**src/tccf_consts.svh**
```systemverilog
`ifndef TCCF_CONSTS_SVH
`define TCCF_CONSTS_SVH
`define TCCF_ADDR_FLAGS 8'hC8
`define TCCF_ADDR_CMP0_HIGH 8'hC9
`define TCCF_ADDR_CMP1_HIGH 8'hCA
`define TCCF_FLAGS_RESET 8'h00
`define TCCF_FLAGS_MASK 8'h7F
`define TCCF_CMP_HIGH_RESET 8'h00
`define TCCF_BIT_EXT2_CAP0 0
`define TCCF_BIT_EXT3_CAP1 1
`define TCCF_BIT_EXT4_CAP2 2
`define TCCF_BIT_EXT5_CAP3 3
`define TCCF_BIT_CMP0 4
`define TCCF_BIT_CMP1 5
`define TCCF_BIT_CMP2 6
`define TCCF_PINS_SET_RESET 6
`define TCCF_PINS_TOGGLE 2
`define TCCF_PIN_RESET 8'h00
`endif

```
**src/tccf_pkg.sv**
```systemverilog
package tccf_pkg;
  typedef logic [7:0] tccf_byte_type;
  typedef logic [15:0] tccf_word_type;
endpackage

```
**src/tccf_flags.sv**
```systemverilog
// Overview of operation
// - Compare-2 match sets flag; gated by enable.
// - Compare-0 match sets flag; gated by enable.
// - Software-written ones interrupt too; software clears.
// - Channel-1 trigger set: capture event sets bit1.
// - No channel-1 trigger: bit1 is external interrupt 3.
// - Bit1 interrupts only with combined enable set.
// - Bit0 is capture-0 or external interrupt 2.
// - Bit3 is capture-3 or external interrupt 5.
// - Compare-0 value is high C9h, low A9h.
// - Compare-0 match sets enabled set/reset pins.
// - Compare-1 high byte at CAh, resets zero.
// - Compare-1 match clears enabled set/reset pins.
// - Compare-2 match toggles enabled toggle pins.
`timescale 1ns/10ps
`include "tccf_consts.svh"
module tccf_flags
(
  input wire logic clk,
  input wire logic nrst,
  input wire logic [7:0] sfr_addr,
  input wire tccf_pkg::tccf_byte_type sfr_wdata,
  input wire logic sfr_wr,
  input wire logic sfr_rd,
  output tccf_pkg::tccf_byte_type sfr_rdata,
  output logic sfr_hit,
  input wire tccf_pkg::tccf_word_type timer_value,
  input wire tccf_pkg::tccf_byte_type compare0_low_byte,
  input wire tccf_pkg::tccf_byte_type compare1_low_byte,
  input wire tccf_pkg::tccf_byte_type compare2_high_byte,
  input wire tccf_pkg::tccf_byte_type compare2_low_byte,
  input wire tccf_pkg::tccf_byte_type extended_irq_enable_reg,
  input wire tccf_pkg::tccf_byte_type capture_trigger_control,
  input wire tccf_pkg::tccf_byte_type pin_set_enable_reg,
  input wire tccf_pkg::tccf_byte_type pin_reset_enable_reg,
  input wire logic [3:0] capture_event,
  input wire logic [3:0] ext_irq_event,
  output logic [5:0] compare_set_reset_pin,
  output logic [1:0] compare_toggle_pin,
  output logic [6:0] irq_request
);
  import tccf_pkg::*;

  tccf_byte_type capture_compare_flags;
  tccf_byte_type compare0_high_byte;
  tccf_byte_type compare1_high_byte;
  tccf_byte_type next_flags;
  tccf_byte_type hw_set;
  tccf_word_type compare0_value;
  tccf_word_type compare1_value;
  tccf_word_type compare2_value;
  logic compare0_match;
  logic compare1_match;
  logic compare2_match;
  logic [3:0] capture_mode;
  logic [3:0] shared_event;
  logic wr_flags;
  logic wr_cmp0;
  logic wr_cmp1;
  logic [5:0] next_set_reset_pin;
  logic [1:0] next_toggle_pin;

  // The timer value is compared every cycle, so a match lasts as long as the timer
  // holds the matching count; the flag simply stays set in that time.
  assign compare0_value = {compare0_high_byte, compare0_low_byte};
  assign compare1_value = {compare1_high_byte, compare1_low_byte};
  assign compare2_value = {compare2_high_byte, compare2_low_byte};
  assign compare0_match = (timer_value == compare0_value);
  assign compare1_match = (timer_value == compare1_value);
  assign compare2_match = (timer_value == compare2_value);

  // Each channel's pair of trigger bits sits at control bits 2n and 2n+1.
  genvar ch;
  generate
    for (ch = 0; ch < 4; ch = ch + 1)
    begin : g_chan
      assign capture_mode[ch] = |capture_trigger_control[2 * ch + 1 -: 2];
      assign shared_event[ch] = capture_mode[ch] ? capture_event[ch] : ext_irq_event[ch];
    end
  endgenerate

  assign hw_set = {1'b0, compare2_match, compare1_match, compare0_match, shared_event};
  assign wr_flags = sfr_wr && (sfr_addr == `TCCF_ADDR_FLAGS);
  assign wr_cmp0 = sfr_wr && (sfr_addr == `TCCF_ADDR_CMP0_HIGH);
  assign wr_cmp1 = sfr_wr && (sfr_addr == `TCCF_ADDR_CMP1_HIGH);
  // A write replaces the flags, so software can set or clear them, but a hardware
  // event in the same cycle is ORed in last so it is never lost.
  assign next_flags = ((wr_flags ? sfr_wdata : capture_compare_flags) | hw_set)
    & `TCCF_FLAGS_MASK;

  // Set and reset may hit one pin in the same cycle; reset is applied last and wins.
  assign next_set_reset_pin = (compare_set_reset_pin
    | (compare0_match ? pin_set_enable_reg[5:0] : 6'h00))
    & ~(compare1_match ? pin_reset_enable_reg[5:0] : 6'h00);
  assign next_toggle_pin = compare_toggle_pin
    ^ (compare2_match ? pin_reset_enable_reg[7:6] : 2'h0);

  always_ff @(posedge clk)
  begin
    if (!nrst)
    begin
      capture_compare_flags <= `TCCF_FLAGS_RESET;
      compare0_high_byte <= `TCCF_CMP_HIGH_RESET;
      compare1_high_byte <= `TCCF_CMP_HIGH_RESET;
      compare_set_reset_pin <= 6'h00;
      compare_toggle_pin <= 2'h0;
    end
    else
    begin
      capture_compare_flags <= next_flags;
      if (wr_cmp0)
      begin
        compare0_high_byte <= sfr_wdata;
      end
      if (wr_cmp1)
      begin
        compare1_high_byte <= sfr_wdata;
      end
      compare_set_reset_pin <= next_set_reset_pin;
      compare_toggle_pin <= next_toggle_pin;
    end
  end

  // Every flag bit requests only through its own enable; bit 1 uses the shared enable.
  assign irq_request = capture_compare_flags[6:0] & extended_irq_enable_reg[6:0];

  // The reserved top bit reads as zero.
  assign sfr_hit = sfr_rd && ((sfr_addr == `TCCF_ADDR_FLAGS)
    || (sfr_addr == `TCCF_ADDR_CMP0_HIGH) || (sfr_addr == `TCCF_ADDR_CMP1_HIGH));
  assign sfr_rdata = (sfr_addr == `TCCF_ADDR_FLAGS) ? capture_compare_flags :
    (sfr_addr == `TCCF_ADDR_CMP0_HIGH) ? compare0_high_byte :
    (sfr_addr == `TCCF_ADDR_CMP1_HIGH) ? compare1_high_byte : 8'h00;

  a_cmp2_flag_set: assert property (@(posedge clk) disable iff (!nrst)
    compare2_match |=> capture_compare_flags[6])
    else $error("compare-2 match did not set its flag");
  a_cmp0_flag_set: assert property (@(posedge clk) disable iff (!nrst)
    (timer_value == {compare0_high_byte, compare0_low_byte}) |=> capture_compare_flags[4])
    else $error("compare-0 match did not set its flag");
  a_cmp1_flag_set: assert property (@(posedge clk) disable iff (!nrst)
    compare1_match |=> capture_compare_flags[5])
    else $error("compare-1 match did not set its flag");
  a_sw_write_flag: assert property (@(posedge clk) disable iff (!nrst)
    wr_flags |=> (capture_compare_flags[6:0] & ~$past(hw_set[6:0]))
    == ($past(sfr_wdata[6:0]) & ~$past(hw_set[6:0])))
    else $error("software flag write not stored");
  a_flags_sticky: assert property (@(posedge clk) disable iff (!nrst)
    !wr_flags |=> (capture_compare_flags & $past(capture_compare_flags)) == $past(capture_compare_flags))
    else $error("hardware cleared a flag");
  a_cap1_event: assert property (@(posedge clk) disable iff (!nrst)
    (capture_trigger_control[3:2] != 2'h0 && capture_event[1]) |=> capture_compare_flags[1])
    else $error("capture-1 event lost");
  a_ext3_event: assert property (@(posedge clk) disable iff (!nrst)
    (capture_trigger_control[3:2] == 2'h0 && ext_irq_event[1]) |=> capture_compare_flags[1])
    else $error("external interrupt 3 event lost");
  a_ch1_irq_gate: assert property (@(posedge clk) disable iff (!nrst)
    irq_request[1] == (capture_compare_flags[1] && extended_irq_enable_reg[1]))
    else $error("bit 1 interrupt gating wrong");
  a_ch0_event: assert property (@(posedge clk) disable iff (!nrst)
    (capture_trigger_control[1:0] != 2'h0 ? capture_event[0] : ext_irq_event[0])
    |=> capture_compare_flags[0])
    else $error("bit 0 event lost");
  a_ch3_event: assert property (@(posedge clk) disable iff (!nrst)
    (capture_trigger_control[7:6] != 2'h0 ? capture_event[3] : ext_irq_event[3])
    |=> capture_compare_flags[3])
    else $error("bit 3 event lost");
  a_pin_set: assert property (@(posedge clk) disable iff (!nrst)
    (compare0_match && !compare1_match) |=>
    ((compare_set_reset_pin & $past(pin_set_enable_reg[5:0])) == $past(pin_set_enable_reg[5:0])))
    else $error("set-enabled pin not driven high");
  a_pin_reset: assert property (@(posedge clk) disable iff (!nrst)
    compare1_match |=> ((compare_set_reset_pin & $past(pin_reset_enable_reg[5:0])) == 6'h00))
    else $error("reset-enabled pin not driven low");
  a_pin_toggle: assert property (@(posedge clk) disable iff (!nrst)
    compare2_match |=> (compare_toggle_pin == ($past(compare_toggle_pin) ^ $past(pin_reset_enable_reg[7:6]))))
    else $error("toggle pin wrong after compare-2 match");
  a_cmp1_write: assert property (@(posedge clk) disable iff (!nrst)
    wr_cmp1 |=> compare1_high_byte == $past(sfr_wdata))
    else $error("compare-1 high byte not written");
  // The high byte must land whole, or the 16-bit compare would match a mixed value.
  a_cmp0_write: assert property (@(posedge clk) disable iff (!nrst)
    wr_cmp0 |=> compare0_high_byte == $past(sfr_wdata))
    else $error("compare-0 high byte not written");
  a_top_bit_zero: assert property (@(posedge clk) disable iff (!nrst)
    capture_compare_flags[7] == 1'b0)
    else $error("reserved flag bit set");
  a_set_beats_clear: assert property (@(posedge clk) disable iff (!nrst)
    (wr_flags && compare2_match && !sfr_wdata[6]) |=> capture_compare_flags[6])
    else $error("hardware set lost to software clear");
endmodule

```
**config.mk**
```make
export PLATFORM = sky130hd
export DESIGN_NAME = tccf_flags
export DESIGN_NICKNAME = d
export VERILOG_FILES = /design/src/tccf_pkg.sv /design/src/tccf_flags.sv
export VERILOG_INCLUDE_DIRS = /design/src /design/src/src
export SDC_FILE = /design/constraint.sdc
export NUM_CORES = 1
export LEC_CHECK = 0
export BUFFER_PORTS_ARGS = -buffer_cell sky130_fd_sc_hd__buf_2
export CORE_MARGIN = 2
export CORE_UTILIZATION = 42
export DETAILED_ROUTE_END_ITERATION = 10
export GPL_TIMING_DRIVEN = 0
export PLACE_DENSITY = 0.86
export SETUP_SLACK_MARGIN = 0.05
export SLEW_MARGIN = 10
export SYNTH_ARGS = -nofsm -noshare
export SYNTH_HDL_FRONTEND = slang
export SYNTH_SLANG_ARGS = --single-unit
```
**constraint.sdc**
```tcl
create_clock -name clk -period 2.17 [get_ports clk]
set_clock_uncertainty 0.05 [all_clocks]
set_input_delay 0.434 -clock clk [delete_from_list [all_inputs] [get_ports clk]]
set_output_delay 0.434 -clock clk [all_outputs]
set_load 0.01 [all_outputs]
```
# Word-level counts from Yosys, hierarchy flattened
# Cells that the tools add are included.
word_totals:
  elab_cells: 38
  out_inout_bits: 24
  reg_bits: 31
  input_bits: 108
classes:
  bitwise: 6
  n_reduce_logical: 10
  eq_ne: 6
  mux: 11
ops:
  columns: ["cell", "n"]
  rows:
  - ["$eq A16 B16 Y1", 3]
  - ["$eq A8 B8 Y1 const B", 3]
  - ["$mux W8", 3]
  - ["$mux W6", 2]
  - ["$reduce_or A2 Y1", 4]
  - ["$and A7 B7 Y7", 1]
  - ["$mux W7", 1]
  - ["$or A7 B7 Y7", 1]
  - ["$and A6 B6 Y6", 1]
  - ["$not A6 Y6", 1]
  - ["$or A6 B6 Y6", 1]
  - ["$logic_and A1 B1 Y1", 4]
  - ["$mux W1", 4]
  - ["$logic_or A1 B1 Y1", 2]
  - ["$mux W2", 1]
  - ["$xor A2 B2 Y2", 1]

# Depth between registers and ports, before layout
# Gate-level depths: netlist of the first run.
depth:
  ltp_word: 4
  depth_mapped: 6
  depth_no_buf: 5

# Least setup slack after synthesis of the first run
# No wires, ideal clock.
synth_path:
  path_kind: "input port to flip-flop"
  from: "in sfr_addr[5]"
  to: "reg capture_compare_flags[4]"
  cell_stages: 6
  setup_time_ns: 0.115
  arrival_ns: 1.603
  path_buffers: 1
  path_slack_ns: 0.402
  t_required_ns: 2.005
  cell_sequence: "nor4b_2 -> and3_1 -> buf_4 -> nand3_4 -> mux2_4 -> o21a_1"
synth_between:
  elab_chain_cells: 4
synth_rtl:
  columns: ["item", "line_no", "text"]
  rows:
  - ["start, declared", "tccf_flags.sv:21", "input wire logic [7:0] sfr_addr,"]
  - ["$eq A8 B8 Y1 (no source line)", null, null]
  - ["$logic_and A1 B1 Y1", "tccf_flags.sv:83", "assign wr_flags = sfr_wr && (sfr_addr == `TCCF_ADDR_FLAGS);"]
  - ["$mux W7", "tccf_flags.sv:88", "assign next_flags = ((wr_flags ? sfr_wdata : capture_compare_flags) | hw_set)"]
  - ["$or A7 B7 Y7", "tccf_flags.sv:88", null]
  - ["end signal, assigned", "tccf_flags.sv:102", "capture_compare_flags <= `TCCF_FLAGS_RESET;"]
  - ["end signal, assigned", "tccf_flags.sv:110", "capture_compare_flags <= next_flags;"]
  - ["end, declared", "tccf_flags.sv:44", "tccf_byte_type capture_compare_flags;"]
# No other way between the ends.
# A chain may end at the register's enable or synchronous reset.

# Final worst setup path of the first run
layout_path:
  from: "in sfr_addr[5]"
  to: "out sfr_rdata[6]"
layout_between:
  elab_chain_cells: 4
  word_cells_on_any_way: 6
  cone_classes: "eq/ne (3); mux (3)"
layout_rtl:
  columns: ["item", "line_no", "text"]
  rows:
  - ["$eq A8 B8 Y1 (no source line)", null, null]
  - ["$mux W8", "tccf_flags.sv:132", "(sfr_addr == `TCCF_ADDR_CMP1_HIGH) ? compare1_high_byte : 8'h00;"]
  - ["$mux W8", "tccf_flags.sv:131", "(sfr_addr == `TCCF_ADDR_CMP0_HIGH) ? compare0_high_byte :"]
  - ["$mux W8 *", "tccf_flags.sv:130", "assign sfr_rdata = (sfr_addr == `TCCF_ADDR_FLAGS) ? capture_compare_flags :"]
  - ["end, declared", "tccf_flags.sv:25", "output tccf_pkg::tccf_byte_type sfr_rdata,"]
# Every way passes the cells marked *; elsewhere a longest branch is shown, timed or not.

==> out/metrics.cfg, run 1 <==
[status]
status=finished, final reports clean

[timing]
fmax_ghz=0.500
slew_violations=0
hold_viol_final=0
setup_viol=0
min_period_ns=2.00
tns_ns=0
holdWs_ns=0.272
max_slew.worst_pin.slew_ns=0.735
relSlewSlack_pct=50.6
rsz0062_at_grt=false
period_share_pct=92.1

[synthesis]
syn_inst=224
ys_top_cells_by_count=48 x xnor2_1, 36 x nor2_1, 33 x mux2i_1
syn_area_per_cell_um2=9.02
synthTopCellsByArea=dfxtp_1 31%, xnor2_1 21%, mux2i_1 16%
synth_most_common_cell=xnor2_1
synth_cell_types=26
ys.flop_type=dfxtp_1
async_flop_share_pct=0
yosysWarnings=0
yosysSeqAreaShare_pct=30.7
synth_edf_count=0
syn-num-nets=332
synth_top_area_share_pct=30.7
syn_area_mm2=0.00202
synth_top_cell_by_area=dfxtp_1
ys_ff_latch=31

[hold_path]
whs_endpoint=compare_set_reset_pin[1]
min_from=pin_reset_enable_reg[1]
worstHoldPathCells=2
hp-class=primary input to flop

[worst_setup_path]
crit_chain=buf_2 > nor4b_2 > nand3_1 > nor2_1 > buf_2
reg2reg_depth=4
max_stage_delay_ns=0.32
regToRegStartpoint=compare1_high_byte[3]
crit_fanout=8
start_kind=primary input
path_class=primary input to output port
critPathCaptureType=output port
cpLargestDelayFamily=simple AND/OR/NAND/NOR gates
ff2ff_setup_slack_ns=0.38
cp.arrival_ns=1.51
worst_ep_required_time_ns=1.69
critPathLaunch=sfr_addr[5]
cp_common_cell=buf_2
reg2reg_to=compare_set_reset_pin[2]
slowest_stage=nand3_1
crit_buf_inv=2

[grt]
grt_max_degree=11
grt_use_total_pct=21.8
gr-total-overflow=0
grt_first_pass_wirelength_um=8980
antenna_found_initial=0
grt_pass1_vias=1965

[layout]
layout.nets=466
final_layout_size_suffix_gt1_share_pct=40.4
num_antenna_cells=0
areaGrowthSynthToFinish_pct=39.8
stdcell_count=413

[floorplan]
floorplan.initialDensity_pct=43.0
die_width_um=73.3
fp.dieH_um=73.3
io_pins=132
die_area_mm2=0.00538
core-area_mm2=0.00469
num_rows=25

[clock_network]
cts_root_buf=clkbuf_8
clock_latency_ns=0.28
clk_path_buf_depth=2
hold_buffers=0
clkTransAtPathRegs_ns=0.06
cts_setup_buffers=0
cts_tree=done
htreeDepth=2
post_cts_resized=0
cts_made_buffers=5
clkSinkCount=31

[place]
port_buffers=127
dp.cells=405
place_congestion=0.814
dp_hpwl_um=4810

[power_and_ir_drop]
vdd_drop_max_mv=0.263
power_density_mw_per_mm2=479
p_leak_nw=1.40

[drt]
viasPerCell=5.06
ant_nets=0
first_pass_iters=4
drc=0
routed_wl_um=5990
num_vias=2088
first_iter_violations=54
wire_per_inst_um=14.5

[run]
cap_violations=0

state kept, by name, indices dropped and copies added, names as in the netlist:
register               cells
compare_set_reset_pin      6
compare_toggle_pin         2
capture_compare_flags      7
compare0_high_byte         8
compare1_high_byte         8
final cells by class:
type	instances	area, µm²
Fill cell	427	1870
Tap cell	54	67.6
Multi-Input combinational cell	185	1360
Buffer	7	31.3
Timing Repair Buffer	127	636
Sequential cell	31	621
Clock buffer	8	100
Inverter	1	3.75
worst max path at each step:
stage	cells past startpoint	slack [ns]	endpoint
after detailed placement	5	0.15	sfr_rdata[6]
final	5	0.17	sfr_rdata[6]
after global placement	5	0.15	sfr_rdata[6]
after CTS	5	0.15	sfr_rdata[6]
after floorplan	6	0.40	capture_compare_flags[4]
after global routing	5	0.06	sfr_rdata[5]
report_power, final:
group | leakage (nW) | switching [mW] | internal [mW]
registers | 0.251 | 0.00452 | 0.576
clock network | 0.0515 | 0.212 | 0.289
logic | 1.10 | 0.128 | 0.144
cell usage in the layout (no fill, tap or decap):
cell type / count
a211oi_1: 6
a21oi_1: 17
a22oi_1: 1
and2_1: 7
and3_1: 2
buf_2: 128
buf_4: 1
clkbuf_1: 6
clkbuf_8: 7
clkinv_1: 1
dfxtp_1: 31
mux2_4: 3
mux2i_1: 33
nand2_1: 5
nand2b_1: 2
nand3_1: 1
nand3_2: 2
nand3_4: 1
nand4_1: 12
nor2_1: 36
nor2b_1: 2
nor4_1: 1
nor4_2: 1
nor4_4: 1
nor4b_2: 1
o21a_1: 3
xnor2_1: 48
cell families after synthesis:
family	share of synthesized area, %
AND/OR/NAND/NOR	20.2
XOR/XNOR	20.8
multiplexers	18.6
flip-flops	30.7
AO/OA/AOI/OAI	7.93
buffers and inverters	1.73
metrics by stage:
step | total power, mW | util [%] | worst slack, ns | area [µm²]
global placement | 0.858 | 58.0 | 0.150 | 2720
finish | 1.35 | 60.2 | 0.171 | 2820
CTS | 1.36 | 60.2 | 0.150 | 2820
detailed placement | 0.863 | 58.0 | 0.155 | 2720
global route | 1.40 | 60.2 | 0.0578 | 2820
floorplan | 0.715 | - | 0.402 | 2020
routing by layer:
metal,share of wire (%),track usage (%)
met1,42,26.5
met2,50,40.6
met3,6.8,3.16
met4,0.80,4.24
met5,0,0
No activity file was read; power rests on OpenSTA's default activity.
==> inputs of run 2 (changes only) <==
- CORE_UTILIZATION: 42 -> 46
- PLACE_DENSITY: 0.86 -> 0.92
- clock period: 2.17 -> 2.3 ns (I/O delays scaled with it)
==> run 2 against run 1 <==
Routed wire length shrank 2.7%. Sequential power decreased by 5.5%. Non-clock buffer count did not move. Combinational power shrank 7%. Sequential share of layout area increased by 0.12 points. Hold slack improved by 0.025 ns. Clock power down 13%.
==> out/metrics.cfg, run 2 (same netlist as run 1, synthesis figures left out) <==
[floorplan]
die_width_um=70.3  ; -4.2%
core-area_mm2=0.00429  ; -8.5%
floorplan.initialDensity_pct=47.0  ; +4.0 points
fp.dieH_um=70.3  ; -4.2%
die_area_mm2=0.00494  ; -8.2%
io_pins=132  ; unchanged
num_rows=24  ; -4.0%

[worst_setup_path]
regToRegStartpoint=compare0_high_byte[2]
cp.arrival_ns=1.53  ; +0.02 ns
max_stage_delay_ns=0.32  ; about the same
start_kind=primary input
path_class=primary input to output port
cpLargestDelayFamily=simple AND/OR/NAND/NOR gates
slowest_stage=nand3_1
crit_buf_inv=2  ; unchanged
critPathCaptureType=output port
worst_ep_required_time_ns=1.79  ; +0.10 ns
crit_chain=buf_2 > nor4b_2 > nand3_1 > nor2_1 > buf_2
reg2reg_depth=5  ; +1
ff2ff_setup_slack_ns=0.43  ; +0.05 ns
crit_fanout=8  ; unchanged
reg2reg_to=compare_set_reset_pin[2]
cp_common_cell=buf_2

[drt]
drc=0  ; unchanged
num_vias=2146  ; +2.8%
wire_per_inst_um=14.2  ; -2.0%
viasPerCell=5.23  ; +3.5%
ant_nets=0  ; unchanged
first_pass_iters=4  ; unchanged
first_iter_violations=86  ; +59%
routed_wl_um=5830  ; -2.7%

[timing]
slew_violations=0  ; unchanged
relSlewSlack_pct=48.9  ; -1.7 points
period_share_pct=88.6
hold_viol_final=0  ; unchanged
fmax_ghz=0.491
setup_viol=0  ; unchanged
max_slew.worst_pin.slew_ns=0.760  ; +0.0253 ns
fin_ws_ns=0.262  ; +0.0908 ns
rsz0062_at_grt=false
min_period_ns=2.04
tns_ns=0  ; unchanged

[power_and_ir_drop]
switchingPower_uw=326  ; -5.4%
power_density_mw_per_mm2=441  ; -7.9%
p_clk_share_pct=35.4  ; -1.7 points
p_leak_nw=1.39  ; -0.32%
switching_share_pct=26.3  ; +0.85 points
combPwrFrac_pct=20.4  ; +0.4 points
seq_power_share_pct=44.2  ; +1.3 points
p_int_uw=913  ; -9.5%
vdd_drop_max_mv=0.265  ; +0.39%

[hold_path]
min_from=pin_reset_enable_reg[4]
hp-class=primary input to flop
whs_endpoint=compare_set_reset_pin[4]
worstHoldPathCells=2  ; unchanged

[layout]
final_layout_size_suffix_gt1_share_pct=40.5  ; +0.11 points
seq_area_um2=621  ; unchanged
fillers=357  ; -16%
layout_commonest_cell=buf_2
multi_input_area_mm2=0.00136  ; unchanged
layout_common_cells=128 x buf_2, 48 x xnor2_1, 36 x nor2_1, 33 x mux2i_1, 31 x dfxtp_1
areaGrowthSynthToFinish_pct=39.0
layout.nets=466  ; unchanged
num_antenna_cells=0  ; unchanged
largestRegisters=compare0_high_byte x8, compare1_high_byte x8, capture_compare_flags x7

[grt]
antenna_found_initial=0  ; unchanged
grt_max_degree=11  ; unchanged
grt_pass1_vias=2087  ; +6.2%
gr-total-overflow=0  ; unchanged
grt_first_pass_wirelength_um=9430  ; +5.1%
grt_use_total_pct=24.0  ; +2.2 points

[clock_network]
clk_path_buf_depth=2  ; unchanged
cts_root_buf=clkbuf_8
clkSinkCount=31  ; unchanged
cts_made_buffers=5  ; unchanged
htreeDepth=2  ; unchanged
hold_buffers=0  ; unchanged
clock_latency_ns=0.29  ; about the same
cts_setup_buffers=0  ; unchanged
post_cts_resized=0  ; unchanged
cts_tree=done
clkTransAtPathRegs_ns=0.06  ; about the same

[place]
dp_slack_ns=0.184  ; +0.0293 ns
port_buffers=127  ; unchanged
place_congestion=0.898  ; +10%
dp_hpwl_um=4770  ; -0.82%

[status]
status=finished, final reports clean

[run]
cap_violations=0  ; unchanged

run 2: cell count changes in the layout (fill, tap and decap cells not counted):
cell and delta:
clkbuf_1 -1, clkbuf_8 -1, clkinv_2 +1
run 2: how the worst max path moves through the flow:
stage	start	end	slack, ns	cells past startpoint
after floorplan	sfr_addr[5]	capture_compare_flags[4]	0.51	6
after global placement	sfr_addr[5]	sfr_rdata[4]	0.30	5
after detailed placement	timer_value[10]	compare_set_reset_pin[2]	0.18	6
after CTS	sfr_addr[5]	sfr_rdata[4]	0.25	5
after global routing	sfr_addr[5]	sfr_rdata[3]	0.15	5
final	sfr_addr[5]	sfr_rdata[4]	0.26	5
run 2: metal layers:
metal,vias to the layer above,part of all wire [%],track usage (%)
li1,1047,-,-
met1,985,43,30.1
met2,101,48,39.9
met3,13,6.8,5.19
met4,0,2.5,9.40
met5,-,0,0
run 2: per-stage QoR:
step / util (%) / cell area [µm²] / cells / hold WS (ns) / power, mW
after floorplan: - / 2020 / 224 / 0.440 / 0.675
after global placement: 63.3 / 2720 / 403 / 0.406 / 0.805
after detailed placement: 63.3 / 2720 / 403 / 0.425 / 0.811
after CTS: 65.4 / 2810 / 410 / 0.293 / 1.24
after global routing: 65.4 / 2810 / 410 / 0.298 / 1.29
final: 65.4 / 2810 / 410 / 0.297 / 1.24
run 2: cell type report:
cell class | count | share of cell area [%]
multi-input combinational | 185 | 48.6
timing repair buffer | 127 | 22.6
sequential | 31 | 22.1
clock buffer | 6 | 2.94
tap | 52 | 2.32
buffer | 7 | 1.11
clock inverter | 1 | 0.178
inverter | 1 | 0.134
run 2: power by group through the flow:
stage                     registers [mW]  logic, mW  clock network, mW
after global routing               0.548      0.277              0.465
final                              0.548      0.252              0.439
after global placement             0.560      0.245                  0
after floorplan                    0.558      0.117                  0
after CTS                          0.548      0.253              0.438
after detailed placement           0.560      0.251                  0
==> inputs of run 3 (changes only) <==
- PLACE_DENSITY: 0.92 -> 0.85
- clock period: 2.3 -> 2.44 ns (I/O delays scaled with it)
==> run 3 against run 2 <==
Utilization decreased by 0.15 points. Highest routed layer unchanged. Power decreased by 7.8%. Critical path depth unchanged. Largest power group unchanged. Global-route usage is 0.80 points lower.
==> out/metrics.cfg, run 3 (same netlist as run 1, synthesis figures left out) <==
[grt]
gr-total-overflow=0  ; unchanged
grt_first_pass_wirelength_um=9090  ; -3.6%
grt_pass1_vias=1996  ; -4.4%
grt_max_degree=11  ; unchanged
grt_use_total_pct=23.2  ; -0.80 points
antenna_found_initial=0  ; unchanged

[floorplan]
num_rows=24  ; unchanged
die_width_um=70.3  ; unchanged
floorplan.initialDensity_pct=47.0  ; unchanged
die_area_mm2=0.00494  ; unchanged
fp.dieH_um=70.3  ; unchanged
io_pins=132  ; unchanged
core-area_mm2=0.00429  ; unchanged

[timing]
relSlewSlack_pct=53.9  ; +5.0 points
fmax_ghz=0.471
tns_ns=0  ; unchanged
period_share_pct=87.1
holdWs_ns=0.332  ; +0.0351 ns
max_slew.worst_pin.slew_ns=0.685  ; -0.0750 ns
hold_viol_final=0  ; unchanged
min_period_ns=2.12
rsz0062_at_grt=false
slew_violations=0  ; unchanged
setup_viol=0  ; unchanged

[clock_network]
post_cts_resized=0  ; unchanged
cts_made_buffers=5  ; unchanged
clock_latency_ns=0.28  ; about the same
clkSinkCount=31  ; unchanged
cts_setup_buffers=0  ; unchanged
cts_root_buf=clkbuf_8
cts_tree=done
clkTransAtPathRegs_ns=0.06  ; about the same
htreeDepth=2  ; unchanged
clk_path_buf_depth=2  ; unchanged
hold_buffers=0  ; unchanged

[worst_setup_path]
reg2reg_to=compare_set_reset_pin[3]
cp.arrival_ns=1.59  ; +0.06 ns
ff2ff_setup_slack_ns=0.71  ; +0.28 ns
endpoint=sfr_rdata[3]
crit_chain=buf_2 > nor4b_2 > nand3_1 > nor2_1 > buf_2
start_kind=primary input
cp_common_cell=buf_2
worst_ep_required_time_ns=1.90  ; +0.11 ns
path_class=primary input to output port
slowest_stage=nand3_1
critPathLaunch=sfr_addr[5]
max_stage_delay_ns=0.33  ; about the same
reg2reg_depth=5  ; unchanged
regToRegStartpoint=compare0_high_byte[2]
critPathCaptureType=output port
crit_fanout=8  ; unchanged

[layout]
largestRegisters=compare0_high_byte x8, compare1_high_byte x8, capture_compare_flags x7
areaGrowthSynthToFinish_pct=38.7
multi_input_area_mm2=0.00136  ; unchanged
fillers=380  ; +6.4%
stdcell_count=411  ; +0.24%
num_antenna_cells=0  ; unchanged
final_layout_size_suffix_gt1_share_pct=40.1  ; -0.39 points
layout_common_cells=128 x buf_2, 48 x xnor2_1, 36 x nor2_1, 33 x mux2i_1, 31 x dfxtp_1
layout.nets=466  ; unchanged
seq_area_um2=621  ; unchanged
layout_commonest_cell=buf_2

[place]
port_buffers=127  ; unchanged
place_congestion=0.870  ; -3.1%
dp_hpwl_um=4650  ; -2.6%
dp.cells=403  ; unchanged

[status]
status=finished, final reports clean

[drt]
ant_nets=0  ; unchanged
num_vias=2075  ; -3.3%
routed_wl_um=5690  ; -2.5%
drc=0  ; unchanged
wire_per_inst_um=13.8  ; -2.7%
first_iter_violations=72  ; -16%
viasPerCell=5.05  ; -3.5%
first_pass_iters=4  ; unchanged

[power_and_ir_drop]
power_density_mw_per_mm2=408  ; -7.6%
vdd_drop_max_mv=0.210  ; -21%
p_leak_nw=1.39  ; -0.35%
p_total_mw=1.14  ; -7.8%

[run]
cap_violations=0  ; unchanged

[hold_path]
hp-class=primary input to flop

[run 3: cell types whose count changed in the layout (fill, tap and decap cells not counted), sizes merged]
| cell | before | now |
|---|---|---|
| clkbuf | 11 | 12 |
[run 3: critical path, delay by kind of cell]
kind	cells	cell delay, ns
simple gates	3	0.84
buf+inv	2	0.25
[run 3: worst min path at each step]
stage	from	end	slack (ns)	cells after the start
3_3_place_gp	compare_toggle_pin[0]	compare_toggle_pin[0]	0.40	2
6_report	pin_reset_enable_reg[4]	compare_set_reset_pin[4]	0.33	2
3_5_place_dp	compare_toggle_pin[1]	compare_toggle_pin[1]	0.43	2
2_1_floorplan	compare_toggle_pin[0]	compare_toggle_pin[0]	0.44	2
5_1_grt	pin_reset_enable_reg[1]	compare_set_reset_pin[1]	0.33	2
4_1_cts	pin_reset_enable_reg[2]	compare_set_reset_pin[2]	0.33	2
[run 3: through the flow]
stage	cell area, µm²	utilization, %	setup slack (ns)
6_report	2800	65.2	0.316
5_1_grt	2800	65.2	0.209
4_1_cts	2800	65.2	0.327
3_5_place_dp	2720	63.3	0.293
3_3_place_gp	2720	63.3	0.353
2_1_floorplan	2020	-	0.618
[run 3: layer usage]
| metal | track usage [%] | vias up | share of wire [%] |
|---|---|---|---|
| li1 | - | 1044 | - |
| met1 | 28.9 | 946 | 42 |
| met2 | 40.7 | 78 | 50 |
| met3 | 4.62 | 7 | 6.5 |
| met4 | 5.98 | 0 | 0.95 |
| met5 | 0 | - | 0 |
[run 3: cell type report]
| class | count | area share (%) |
|---|---|---|
| Clock buffer | 7 | 2.72 |
| Tap cell | 52 | 2.32 |
| Multi-Input combinational cell | 185 | 48.7 |
| Sequential cell | 31 | 22.2 |
| Buffer | 7 | 1.12 |
| Clock inverter | 1 | 0.179 |
| Timing Repair Buffer | 127 | 22.7 |
| Inverter | 1 | 0.134 |
[run 3: where the power goes]
part	switching, mW	total [mW]	internal (mW)
clock	0.187	0.387	0.200
combinational	0.111	0.239	0.128
sequential	0.00427	0.516	0.512
total	0.303	1.14	0.840
